[src/acc_pkg.sv]
/*
 * Shared constants and types of the conversion controller.
 * Assumes a single 50 MHz clock and no register bus.
 */
package acc_pkg;
	localparam int ACC_CHANNELS = 12;
	localparam int ACC_CH_W = 4;
	localparam int ACC_DATA_W = 10;
	localparam int ACC_LOW_W = 8;
	localparam int ACC_DMA_W = 16;
	localparam int ACC_DIV_W = 8;
	localparam int ACC_TRACK_W = 4;
	localparam int ACC_XFER_W = 2;
	localparam int ACC_PER_W = 16;
	localparam logic [ACC_DIV_W-1:0] ACC_DIV_RESET = 8'h00;
	localparam logic [ACC_DATA_W-1:0] ACC_DATA_RESET = 10'h000;
	localparam logic [ACC_CH_W-1:0] ACC_TAG_POS_RESET = 4'h0;
	localparam int ACC_TAG_LSB = 12;
	localparam int ACC_SYNC_STAGES = 2;

	typedef enum logic [2:0] {
		ACC_TRG_SOFT = 3'h0,
		ACC_TRG_RISE = 3'h1,
		ACC_TRG_FALL = 3'h2,
		ACC_TRG_ANY = 3'h3,
		ACC_TRG_CONT = 3'h4,
		ACC_TRG_PERIOD = 3'h5
	} acc_trig_mode_t;

	typedef enum logic [1:0] {
		ACC_IDLE = 2'b00,
		ACC_TRACK = 2'b01,
		ACC_XFER = 2'b11
	} acc_state_t;
endpackage : acc_pkg

[src/acc_result_if.sv]
/*
 * Carries one finished conversion from the sequencer to the result store.
 * Assumes both ends share the controller clock.
 */
`timescale 1ns/100ps
interface acc_result_if;
	import acc_pkg::*;
	logic valid;
	logic [ACC_CH_W-1:0] chan;
	logic [ACC_DATA_W-1:0] data;
	modport source (output valid, output chan, output data);
	modport sink (input valid, input chan, input data);
endinterface : acc_result_if

[src/acc_clock_divider.sv]
/*
 * Converter clock enable generator.
 * Assumes the divide setting is static while conversions run.
 */
`timescale 1ns/100ps
module acc_clock_divider
	import acc_pkg::*;
#(
	parameter int DIV_W = ACC_DIV_W
) (
	// Clock and reset.
	input wire logic clk_i,
	input wire logic rst_n_i,
	// Setting and enable.
	input wire logic [DIV_W-1:0] setting_i,
	output logic tick_o
);
	logic [DIV_W:0] count_r;
	logic [DIV_W:0] limit;

	// One converter clock period is 2*(setting+1) master clocks.
	assign limit = {setting_i, 1'b1};

	always_ff @(posedge clk_i or negedge rst_n_i) begin
		if (!rst_n_i) begin
			count_r <= '0;
			tick_o <= 1'b0;
		end else if (count_r >= limit) begin
			count_r <= '0;
			tick_o <= 1'b1;
		end else begin
			count_r <= count_r + 1'b1;
			tick_o <= 1'b0;
		end
	end
endmodule : acc_clock_divider

[src/acc_controller.sv]
/*
 * Conversion controller: clock division, trigger selection, channel
 * sequencing, result storage, flags and transfer requests.
 * Assumes the analog cell returns a sample on conv_data_i whenever
 * asked, and that reads are one-cycle strobes synchronous to clk_i.
 */
//
// Function
// - Converter clock from 8-bit divide setting.
// - Tracking then transfer cycles give 10 bits.
// - Next tracking overlaps previous conversion.
// - Low resolution gives 8 bits, top zero.
// - Result stored per channel and last.
// - Tag shows channel number in last result.
// - DMA word 16 bits, tag on top.
// - Completion sets channel and ready flags.
// - DMA request on ready rising edge.
// - Reads clear end and ready flags.
// - Unread channel result sets channel overrun if channel still enabled.
// - Store while ready high sets general overrun.
// - Status reads clear overrun flags.
// - Start write triggers a sequence.
// - Mode selects edge, continuous or periodic trigger.
// - Hardware trigger resynchronised before start.
// - One start converts all enabled channels.
// - Enable and disable strobes edit mask.
// - Requests for results of channels enabled at sequence start.
// - Enabled channels route pin, else ground.
// - Configuration accepted while clock gated.
`timescale 1ns/100ps
module acc_controller
	import acc_pkg::*;
#(
	parameter int CHANNELS = ACC_CHANNELS,
	parameter int PER_W = ACC_PER_W
) (
	// Clock and reset.
	input wire logic clk_i,
	input wire logic reset_n_i,
	// Gated master clock enable from the power manager.
	input wire logic clock_enable_i,
	// Configuration.
	input wire logic [ACC_DIV_W-1:0] clock_divide_setting_i,
	input wire logic [ACC_TRACK_W-1:0] tracking_cycle_count_i,
	input wire logic [ACC_XFER_W-1:0] transfer_cycle_count_i,
	input wire logic low_resolution_select_i,
	input wire logic tag_enable_i,
	input wire logic [2:0] trigger_mode_select_i,
	input wire logic [PER_W-1:0] trigger_period_value_i,
	// Commands.
	input wire logic start_i,
	input wire logic [CHANNELS-1:0] channel_enable_i,
	input wire logic [CHANNELS-1:0] channel_disable_i,
	// Read strobes.
	input wire logic [CHANNELS-1:0] channel_result_read_i,
	input wire logic last_result_read_i,
	input wire logic main_status_read_i,
	input wire logic overrun_status_read_i,
	// Trigger pin.
	input wire logic external_trigger_input_i,
	// Analog cell.
	input wire logic [ACC_DATA_W-1:0] conv_data_i,
	output logic [CHANNELS-1:0] input_route_o,
	output logic [ACC_CH_W-1:0] mux_select_o,
	output logic sample_o,
	// Results.
	output logic [CHANNELS*ACC_DATA_W-1:0] channel_result_o,
	output logic [ACC_DATA_W-1:0] last_result_value_o,
	output logic [ACC_CH_W-1:0] last_channel_number_o,
	output logic [ACC_DMA_W-1:0] dma_word_o,
	// Flags.
	output logic [CHANNELS-1:0] channel_status_o,
	output logic [CHANNELS-1:0] end_of_conversion_o,
	output logic data_ready_flag_o,
	output logic [CHANNELS-1:0] channel_overrun_flag_o,
	output logic general_overrun_flag_o,
	output logic dma_request_o,
	output logic busy_o
);
	logic rst_meta_r;
	logic rst_n_r;
	logic adc_tick;
	logic active;
	acc_state_t state_r;
	logic [CHANNELS-1:0] mask_r;
	logic [CHANNELS-1:0] pending_r;
	logic [ACC_CH_W-1:0] chan_r;
	logic [ACC_CH_W-1:0] done_chan_r;
	logic [ACC_TRACK_W:0] track_r;
	logic [ACC_XFER_W:0] xfer_r;
	logic trg_d_r;
	logic trg_armed_r;
	logic hw_edge;
	logic [ACC_SYNC_STAGES-1:0] sync_r;
	logic hw_req_r;
	logic soft_req_r;
	logic cont_req;
	logic [PER_W-1:0] per_r;
	logic seq_start;
	logic [CHANNELS-1:0] next_pending;
	logic [ACC_CH_W-1:0] next_chan;
	logic next_found;
	logic [ACC_DATA_W-1:0] result;
	logic [ACC_DATA_W-1:0] result_mask;
	acc_result_if res ();

	// Reset release through two flip-flops.
	always_ff @(posedge clk_i or negedge reset_n_i) begin
		if (!reset_n_i) begin
			rst_meta_r <= 1'b0;
			rst_n_r <= 1'b0;
		end else begin
			rst_meta_r <= 1'b1;
			rst_n_r <= rst_meta_r;
		end
	end

	// Configuration logic runs on the ungated clock; the sequencer
	// advances only while the master clock enable is on.
	assign active = clock_enable_i;

	acc_clock_divider #(
		.DIV_W(ACC_DIV_W)
	) u_div (
		.clk_i(clk_i),
		.rst_n_i(rst_n_r),
		.setting_i(clock_divide_setting_i),
		.tick_o(adc_tick)
	);

	// Channel mask edited by enable and disable strobes; enable wins.
	always_ff @(posedge clk_i or negedge rst_n_r) begin
		if (!rst_n_r) begin
			mask_r <= '0;
			input_route_o <= '0;
		end else begin
			mask_r <= (mask_r & ~channel_disable_i) | channel_enable_i;
			input_route_o <= (mask_r & ~channel_disable_i) | channel_enable_i;
		end
	end
	assign channel_status_o = mask_r;

	// Trigger edge detection and resynchronisation. The armed flag masks
	// the first cycle after reset, when the delayed pin copy is not yet
	// valid and a pin held high would look like a rising edge.
	always_ff @(posedge clk_i or negedge rst_n_r) begin
		if (!rst_n_r) begin
			trg_d_r <= 1'b0;
			trg_armed_r <= 1'b0;
			sync_r <= '0;
		end else begin
			trg_d_r <= external_trigger_input_i;
			trg_armed_r <= 1'b1;
			sync_r <= {sync_r[ACC_SYNC_STAGES-2:0],
				hw_edge && trg_armed_r};
		end
	end

	// Only the three edge modes look at the trigger pin.
	always_comb begin
		unique case (acc_trig_mode_t'(trigger_mode_select_i))
			ACC_TRG_RISE: hw_edge = external_trigger_input_i & ~trg_d_r;
			ACC_TRG_FALL: hw_edge = ~external_trigger_input_i & trg_d_r;
			ACC_TRG_ANY: hw_edge = external_trigger_input_i ^ trg_d_r;
			default: hw_edge = 1'b0;
		endcase
	end

	// Periodic trigger counts converter clock periods.
	always_ff @(posedge clk_i or negedge rst_n_r) begin
		if (!rst_n_r) begin
			per_r <= '0;
		end else if (trigger_mode_select_i != ACC_TRG_PERIOD) begin
			per_r <= '0;
		end else if (adc_tick && active) begin
			per_r <= (per_r >= trigger_period_value_i) ? '0 : per_r + 1'b1;
		end
	end

	// Requests wait for the next converter clock; a trigger during a
	// sequence is held as one pending request, since keeping triggers
	// apart is the caller's duty.
	always_ff @(posedge clk_i or negedge rst_n_r) begin
		if (!rst_n_r) begin
			hw_req_r <= 1'b0;
			soft_req_r <= 1'b0;
		end else begin
			if (seq_start) begin
				hw_req_r <= 1'b0;
			end else if (sync_r[ACC_SYNC_STAGES-1] ||
				(adc_tick && active && per_r == trigger_period_value_i &&
				trigger_mode_select_i == ACC_TRG_PERIOD)) begin
				hw_req_r <= 1'b1;
			end
			if (seq_start) begin
				soft_req_r <= 1'b0;
			end else if (start_i) begin
				soft_req_r <= 1'b1;
			end
		end
	end
	assign cont_req = trigger_mode_select_i == ACC_TRG_CONT;
	assign seq_start = state_r == ACC_IDLE && adc_tick && active &&
		(hw_req_r || soft_req_r || cont_req) && |mask_r;

	// Lowest pending channel is next.
	always_comb begin
		next_found = 1'b0;
		next_chan = '0;
		for (int i = CHANNELS - 1; i >= 0; i--) begin
			if (next_pending[i]) begin
				next_found = 1'b1;
				next_chan = ACC_CH_W'(i);
			end
		end
	end
	assign next_pending = (state_r == ACC_IDLE) ? mask_r :
		(pending_r & ~(CHANNELS'(1) << chan_r));

	// Sequencer: tracking of the next channel overlaps the previous
	// transfer, so tracking only adds what the transfer did not cover.
	always_ff @(posedge clk_i or negedge rst_n_r) begin
		if (!rst_n_r) begin
			state_r <= ACC_IDLE;
			pending_r <= '0;
			chan_r <= '0;
			track_r <= '0;
			xfer_r <= '0;
			sample_o <= 1'b0;
			done_chan_r <= '0;
			busy_o <= 1'b0;
		end else begin
			sample_o <= 1'b0;
			if (adc_tick && active) begin
				unique case (state_r)
					ACC_IDLE: begin
						if (seq_start) begin
							state_r <= ACC_TRACK;
							busy_o <= 1'b1;
							pending_r <= mask_r;
							chan_r <= next_chan;
							track_r <= '0;
						end
					end
					ACC_TRACK: begin
						if (track_r >= {1'b0, tracking_cycle_count_i}) begin
							state_r <= ACC_XFER;
							xfer_r <= '0;
						end else begin
							track_r <= track_r + 1'b1;
						end
					end
					ACC_XFER: begin
						if (xfer_r >= {1'b0, transfer_cycle_count_i}) begin
							sample_o <= 1'b1;
							// Keep the finished channel; chan_r moves on now.
							done_chan_r <= chan_r;
							pending_r <= next_pending;
							if (next_found) begin
								chan_r <= next_chan;
								state_r <= ACC_TRACK;
								// Tracking already ran during this transfer.
								track_r <= ACC_TRACK_W'(xfer_r) + 1'b1;
							end else begin
								state_r <= ACC_IDLE;
								busy_o <= 1'b0;
							end
						end else begin
							xfer_r <= xfer_r + 1'b1;
						end
					end
					default: begin
						state_r <= ACC_IDLE;
						busy_o <= 1'b0;
					end
				endcase
			end
		end
	end
	assign mux_select_o = chan_r;

	// Result formatting; low resolution keeps the upper eight bits.
	assign result_mask = low_resolution_select_i ?
		ACC_DATA_W'((1 << ACC_LOW_W) - 1) : '1;
	assign result = low_resolution_select_i ?
		(conv_data_i >> (ACC_DATA_W - ACC_LOW_W)) & result_mask :
		conv_data_i;

	assign res.valid = sample_o;
	assign res.chan = done_chan_r;
	assign res.data = result;

	// Per-channel results with their end and overrun flags.
	acc_result_store #(
		.CHANNELS(CHANNELS)
	) u_store (
		.clk_i(clk_i),
		.rst_n_i(rst_n_r),
		.res(res.sink),
		.mask_i(mask_r),
		.channel_read_i(channel_result_read_i),
		.overrun_read_i(overrun_status_read_i),
		.channel_result_o(channel_result_o),
		.eoc_o(end_of_conversion_o),
		.overrun_o(channel_overrun_flag_o)
	);

	// Last result, tag and DMA word.
	always_ff @(posedge clk_i or negedge rst_n_r) begin
		if (!rst_n_r) begin
			last_result_value_o <= ACC_DATA_RESET;
			last_channel_number_o <= ACC_TAG_POS_RESET;
			dma_word_o <= '0;
		end else if (res.valid) begin
			last_result_value_o <= res.data;
			last_channel_number_o <= tag_enable_i ? res.chan : '0;
			dma_word_o <= {(tag_enable_i ? res.chan : ACC_CH_W'(0)),
				2'b00, res.data};
		end
	end

	// Ready and general overrun; the set wins over a clearing read.
	always_ff @(posedge clk_i or negedge rst_n_r) begin
		if (!rst_n_r) begin
			data_ready_flag_o <= 1'b0;
			general_overrun_flag_o <= 1'b0;
			dma_request_o <= 1'b0;
		end else begin
			if (res.valid) begin
				data_ready_flag_o <= 1'b1;
			end else if (last_result_read_i) begin
				data_ready_flag_o <= 1'b0;
			end
			if (res.valid && data_ready_flag_o) begin
				general_overrun_flag_o <= 1'b1;
			end else if (main_status_read_i) begin
				general_overrun_flag_o <= 1'b0;
			end
			// Sequencer only visits channels enabled when the sequence began.
			dma_request_o <= res.valid && (!data_ready_flag_o ||
				last_result_read_i);
		end
	end
endmodule : acc_controller

[src/acc_result_store.sv]
/*
 * Per-channel result registers with end-of-conversion and overrun flags.
 * Assumes read strobes are one-cycle pulses on the controller clock.
 */
`timescale 1ns/100ps
module acc_result_store
	import acc_pkg::*;
#(
	parameter int CHANNELS = ACC_CHANNELS
) (
	// Clock and reset.
	input wire logic clk_i,
	input wire logic rst_n_i,
	// New result.
	acc_result_if.sink res,
	input wire logic [CHANNELS-1:0] mask_i,
	// Reads.
	input wire logic [CHANNELS-1:0] channel_read_i,
	input wire logic overrun_read_i,
	// State.
	output logic [CHANNELS*ACC_DATA_W-1:0] channel_result_o,
	output logic [CHANNELS-1:0] eoc_o,
	output logic [CHANNELS-1:0] overrun_o
);
	for (genvar i = 0; i < CHANNELS; i++) begin : g_ch
		logic hit;
		assign hit = res.valid && res.chan == ACC_CH_W'(i);
		always_ff @(posedge clk_i or negedge rst_n_i) begin
			if (!rst_n_i) begin
				channel_result_o[i*ACC_DATA_W +: ACC_DATA_W] <= ACC_DATA_RESET;
				eoc_o[i] <= 1'b0;
				overrun_o[i] <= 1'b0;
			end else begin
				if (hit) begin
					channel_result_o[i*ACC_DATA_W +: ACC_DATA_W] <= res.data;
					eoc_o[i] <= 1'b1;
				end else if (channel_read_i[i]) begin
					eoc_o[i] <= 1'b0;
				end
				if (hit && eoc_o[i] && mask_i[i]) begin
					overrun_o[i] <= 1'b1;
				end else if (overrun_read_i) begin
					overrun_o[i] <= 1'b0;
				end
			end
		end
	end
endmodule : acc_result_store

[config.mk]
export PLATFORM = sky130hd
export DESIGN_NAME = acc_controller
export DESIGN_NICKNAME = d
export VERILOG_FILES = /design/src/acc_pkg.sv /design/src/acc_result_if.sv /design/src/acc_clock_divider.sv /design/src/acc_controller.sv /design/src/acc_result_store.sv
export SDC_FILE = /design/constraint.sdc
export NUM_CORES = 1
export LEC_CHECK = 0
export BUFFER_PORTS_ARGS = -buffer_cell sky130_fd_sc_hd__buf_2
export CAP_MARGIN = 30
export CORE_ASPECT_RATIO = 0.7
export CORE_MARGIN = 3
export CORE_UTILIZATION = 41
export DETAILED_ROUTE_END_ITERATION = 6
export SYNTH_ARGS = -nofsm -noshare
export SYNTH_HDL_FRONTEND = slang
export SYNTH_HIERARCHICAL = 1
export SYNTH_SLANG_ARGS = --single-unit
[constraint.sdc]
create_clock -name clk_i -period 9.25 [get_ports clk_i]
set_input_delay 0.4625 -clock clk_i [delete_from_list [all_inputs] [get_ports clk_i]]
set_output_delay 0.4625 -clock clk_i [all_outputs]
set_load 0.01 [all_outputs]
==> flow_metrics.py <==
metrics = {
    "final_layout": {
        "regArea_um2": 5984,
        "antenna_cells": 0,
        "multiInputGateArea_um2": 4661,
        "fin_area_um2": 13860,
        "final_core_util_pct": 51.41,
        "fillCellCount": 2458,
        "stdcell_count": 1606,
        "area_delta_synth_final_pct": 22.23,
        "nets": 1351,
        "drive_gt1_share_pct": 38.08,
    },
    "hold_path": {
        "hold_path.class": "primary input to flop",
    },
    "clock_network": {
        "cts_tree": "built",
        "cts-root-buf": "clkbuf_16",
        "clock_latency_ps": 530,
        "cts_resized": 0,
        "cts.path.max_buffers": 3,
        "cts_made_buffers": 25,
        "path_clk_slew_ps": 70,
        "cts_sinks": 239,
        "htreeDepth": 1,
    },
    "logic_synthesis": {
        "synth_area_leaders": "dfrtp_1 53%, mux2_2 9.9%, mux2_1 4.5%, ha_1 4.3%, inv_1 2.5%",
        "synth.avg_cell_area_um2": 11.84,
        "ys_seq_area_share_pct": 52.74,
        "synth.most_common_cell": "dfrtp_1",
        "synthesis.area_um2": 11340,
        "ys.warnings.count": 6,
        "synth_edf_count": 0,
        "ys_async_sr_fraction_pct": 100.0,
        "yosysUniqueCellTypes": 84,
        "ys.flop_type": "dfrtp_1",
        "synthTopCellsByCount": "239 x dfrtp_1, 100 x mux2_2, 76 x inv_1, 50 x nand2_1, 45 x mux2_1",
        "synth.largest_area_cell": "dfrtp_1",
        "ys_ff_latch": 239,
        "netlist_instances": 958,
        "synth_top_area_share_pct": 52.74,
    },
    "power": {
        "seq_power_share_pct": 44.9,
        "p_int_mw": 1.925,
        "pwr-share-clk_pct": 37.9,
        "p_sw_share_pct": 28.80,
        "irDropWorstVdd_v": 0.0001440,
        "p_sw_mw": 0.7784,
        "power_mw": 2.703,
        "power_density_nw_per_um2": 195.0,
        "p_leak_nw": 7.242,
        "pwr-share-comb_pct": 17.2,
    },
    "timing": {
        "max_freq_ghz": 0.3318,
        "max_slew_margin_pct": 37.57,
        "skew_ps": 13.14,
        "tightest_slew_ps": 936.4,
        "post-route-min-period_ps": 3014,
        "report.final.slew_viol_count": 0,
        "setup_tns_ps": 0,
        "finalCritPeriodShare_pct": 32.58,
        "rsz0062_at_grt": "false",
        "setup_viol_count_final": 0,
        "hold_violations": 0,
    },
    "setup_path": {
        "path_class": "flop to flop",
        "path_max_fanout": 17,
        "slowest_delay_ps": 550,
        "required_ps": 9660,
        "cp_slowest_cell": "ha_1",
        "worstPathArrival_ps": 3430,
        "end_kind": "flop",
        "start_kind": "flop",
        "crit_chain": "inv_1 -> ha_1 -> buf_4 -> nand2b_1 -> o221a_1 -> nand3_2 -> nor4_4 -> or2_4 -> mux2_4",
    },
    "global_routing": {
        "overflow": 0,
        "antenna_found_initial": 0,
        "grt_pass1_vias": 8339,
        "track_usage_pct": 20.79,
        "grt_pass1_wl_um": 48840,
        "grt_max_degree": 73,
    },
    "detailed_routing": {
        "post-route-drc-count": 0,
        "vias_per_cell": 5.161,
        "drt_wl_total_um": 31180,
        "ant_nets": 0,
        "first_pass_iters": 4,
        "drt_iter0_markers": 454,
        "wl_per_cell_um": 19.41,
        "vias": 8289,
    },
    "status": {
        "status": "completed",
    },
    "place": {
        "placed_cell_area_um2": 12990,
        "portBuffers": 293,
        "place.gp.congestion": 0.8204,
        "dp_hpwl_um": 22700,
        "dp_cells": 1558,
    },
    "die": {
        "core_area_um2": 26960,
        "die-area_um2": 29720,
        "die_w_um": 204.8,
        "die_y_um": 145.2,
        "rows": 50,
        "start_util_pct": 42.06,
        "ioPinCount": 296,
    },
    "run": {
        "cap_violations": 0,
    },
}
[per-layer routing]
| layer | vias up | wire, µm | track usage (%) |
|---|---|---|---|
| met5 | - | 0 | 0 |
| met4 | 0 | 554 | 3.747 |
| met3 | 37 | 2575 | 6.436 |
| met2 | 262 | 13280 | 31.13 |
| met1 | 4105 | 14770 | 30.05 |
| li1 | 3885 | - | - |
[stage by stage]
stage	setup slack [ps]	hold WS, ps
after CTS	6225	37.00
after global routing	5931	41.90
after floorplan	2096	166.9
final	6236	70.01
after global placement	6236	250.8
after detailed placement	6122	253.2
[final cells by class]
cell class,instances,area share [%]
clock buffer,37,5.271
clock inverter,9,0.7582
tap,364,3.286
inverter,77,2.085
sequential,239,43.17
multi-input combinational,572,33.62
timing repair buffer,308,11.81
[sequential cells by signal (all words and copies together), names as in the netlist, 2 cells and up]
name	count
mux_select_o	4
u_store/channel_result_o	120
u_div/count_r	9
done_chan_r	4
pending_r	12
channel_status_o	12
last_result_value_o	9
track_r	5
xfer_r	3
per_r	16
u_store/eoc_o	12
u_store/overrun_o	12
state_r	2
sync_r	2
last_channel_number_o	4
[cell usage in the layout, fill, tap and decap left out, types with 19 or more instances in the layout]
master     Yosys  final
a21o_1        19     19
buf_2         13    293
clkbuf_16      0     25
dfrtp_1      239    238
ha_1          39     39
inv_1         76     76
mux2_1        45     45
mux2_2       100    100
nand2_1       50     50
nand3_1       24     24
nor2_1        37     37
o21ai_0       42     42
[kinds of logic after synthesis]
family	count (synthesis)	share of synthesized area (%)
AND/OR/NAND/NOR	209	10.66
flip-flops	239	52.74
adder cells (fa/ha/maj)	39	4.303
multiplexers	151	14.97
AO/OA/AOI/OAI	157	10.11
buffers and inverters	149	6.233
other	2	0.06622
XOR/XNOR	12	0.9268
[worst max-delay path: cells and delay by family, from the launching register on]
kind / cells / cell delay [ps]
flops: 1 / 410
mux: 1 / 290
simple gates: 4 / 980
fa+ha+maj: 1 / 550
buf+inv: 2 / 410
compound gates: 1 / 250
[power groups by stage]
stage / Clock (mW) / Combinational (mW) / Sequential, mW
finish: 1.02 / 0.465 / 1.21
CTS: 1.05 / 0.467 / 1.21
floorplan: 0 / 0.334 / 1.22
detailed placement: 0 / 0.465 / 1.23
global route: 1.11 / 0.527 / 1.23
global placement: 0 / 0.460 / 1.23
[worst paths after layout]
check / from / to / slack [ps] / cells past startpoint
setup / recovery: state_r[1] / track_r[0] / 6240 / 9
hold / removal: external_trigger_input_i / trg_d_r / 70 / 1
setup reg to reg: state_r[1] / track_r[0] / 6240 / 9
hold reg to reg: rst_n_r / u_div/count_r[7] / 270 / 0
max in group asynchronous: rst_n_r / u_store/channel_result_o[99] / 6910 / 2
min in group asynchronous: reset_n_i / rst_n_r / 260 / 2
[what timing repair did]
action / in CTS / in global routing
buffers inserted: 0 / 0
endpoints found under the setup margin: 0 / 0
endpoints found under the hold margin: 2 / 0
hold buffers: 1 / 0
No activity file was read; power rests on OpenSTA's default activity.
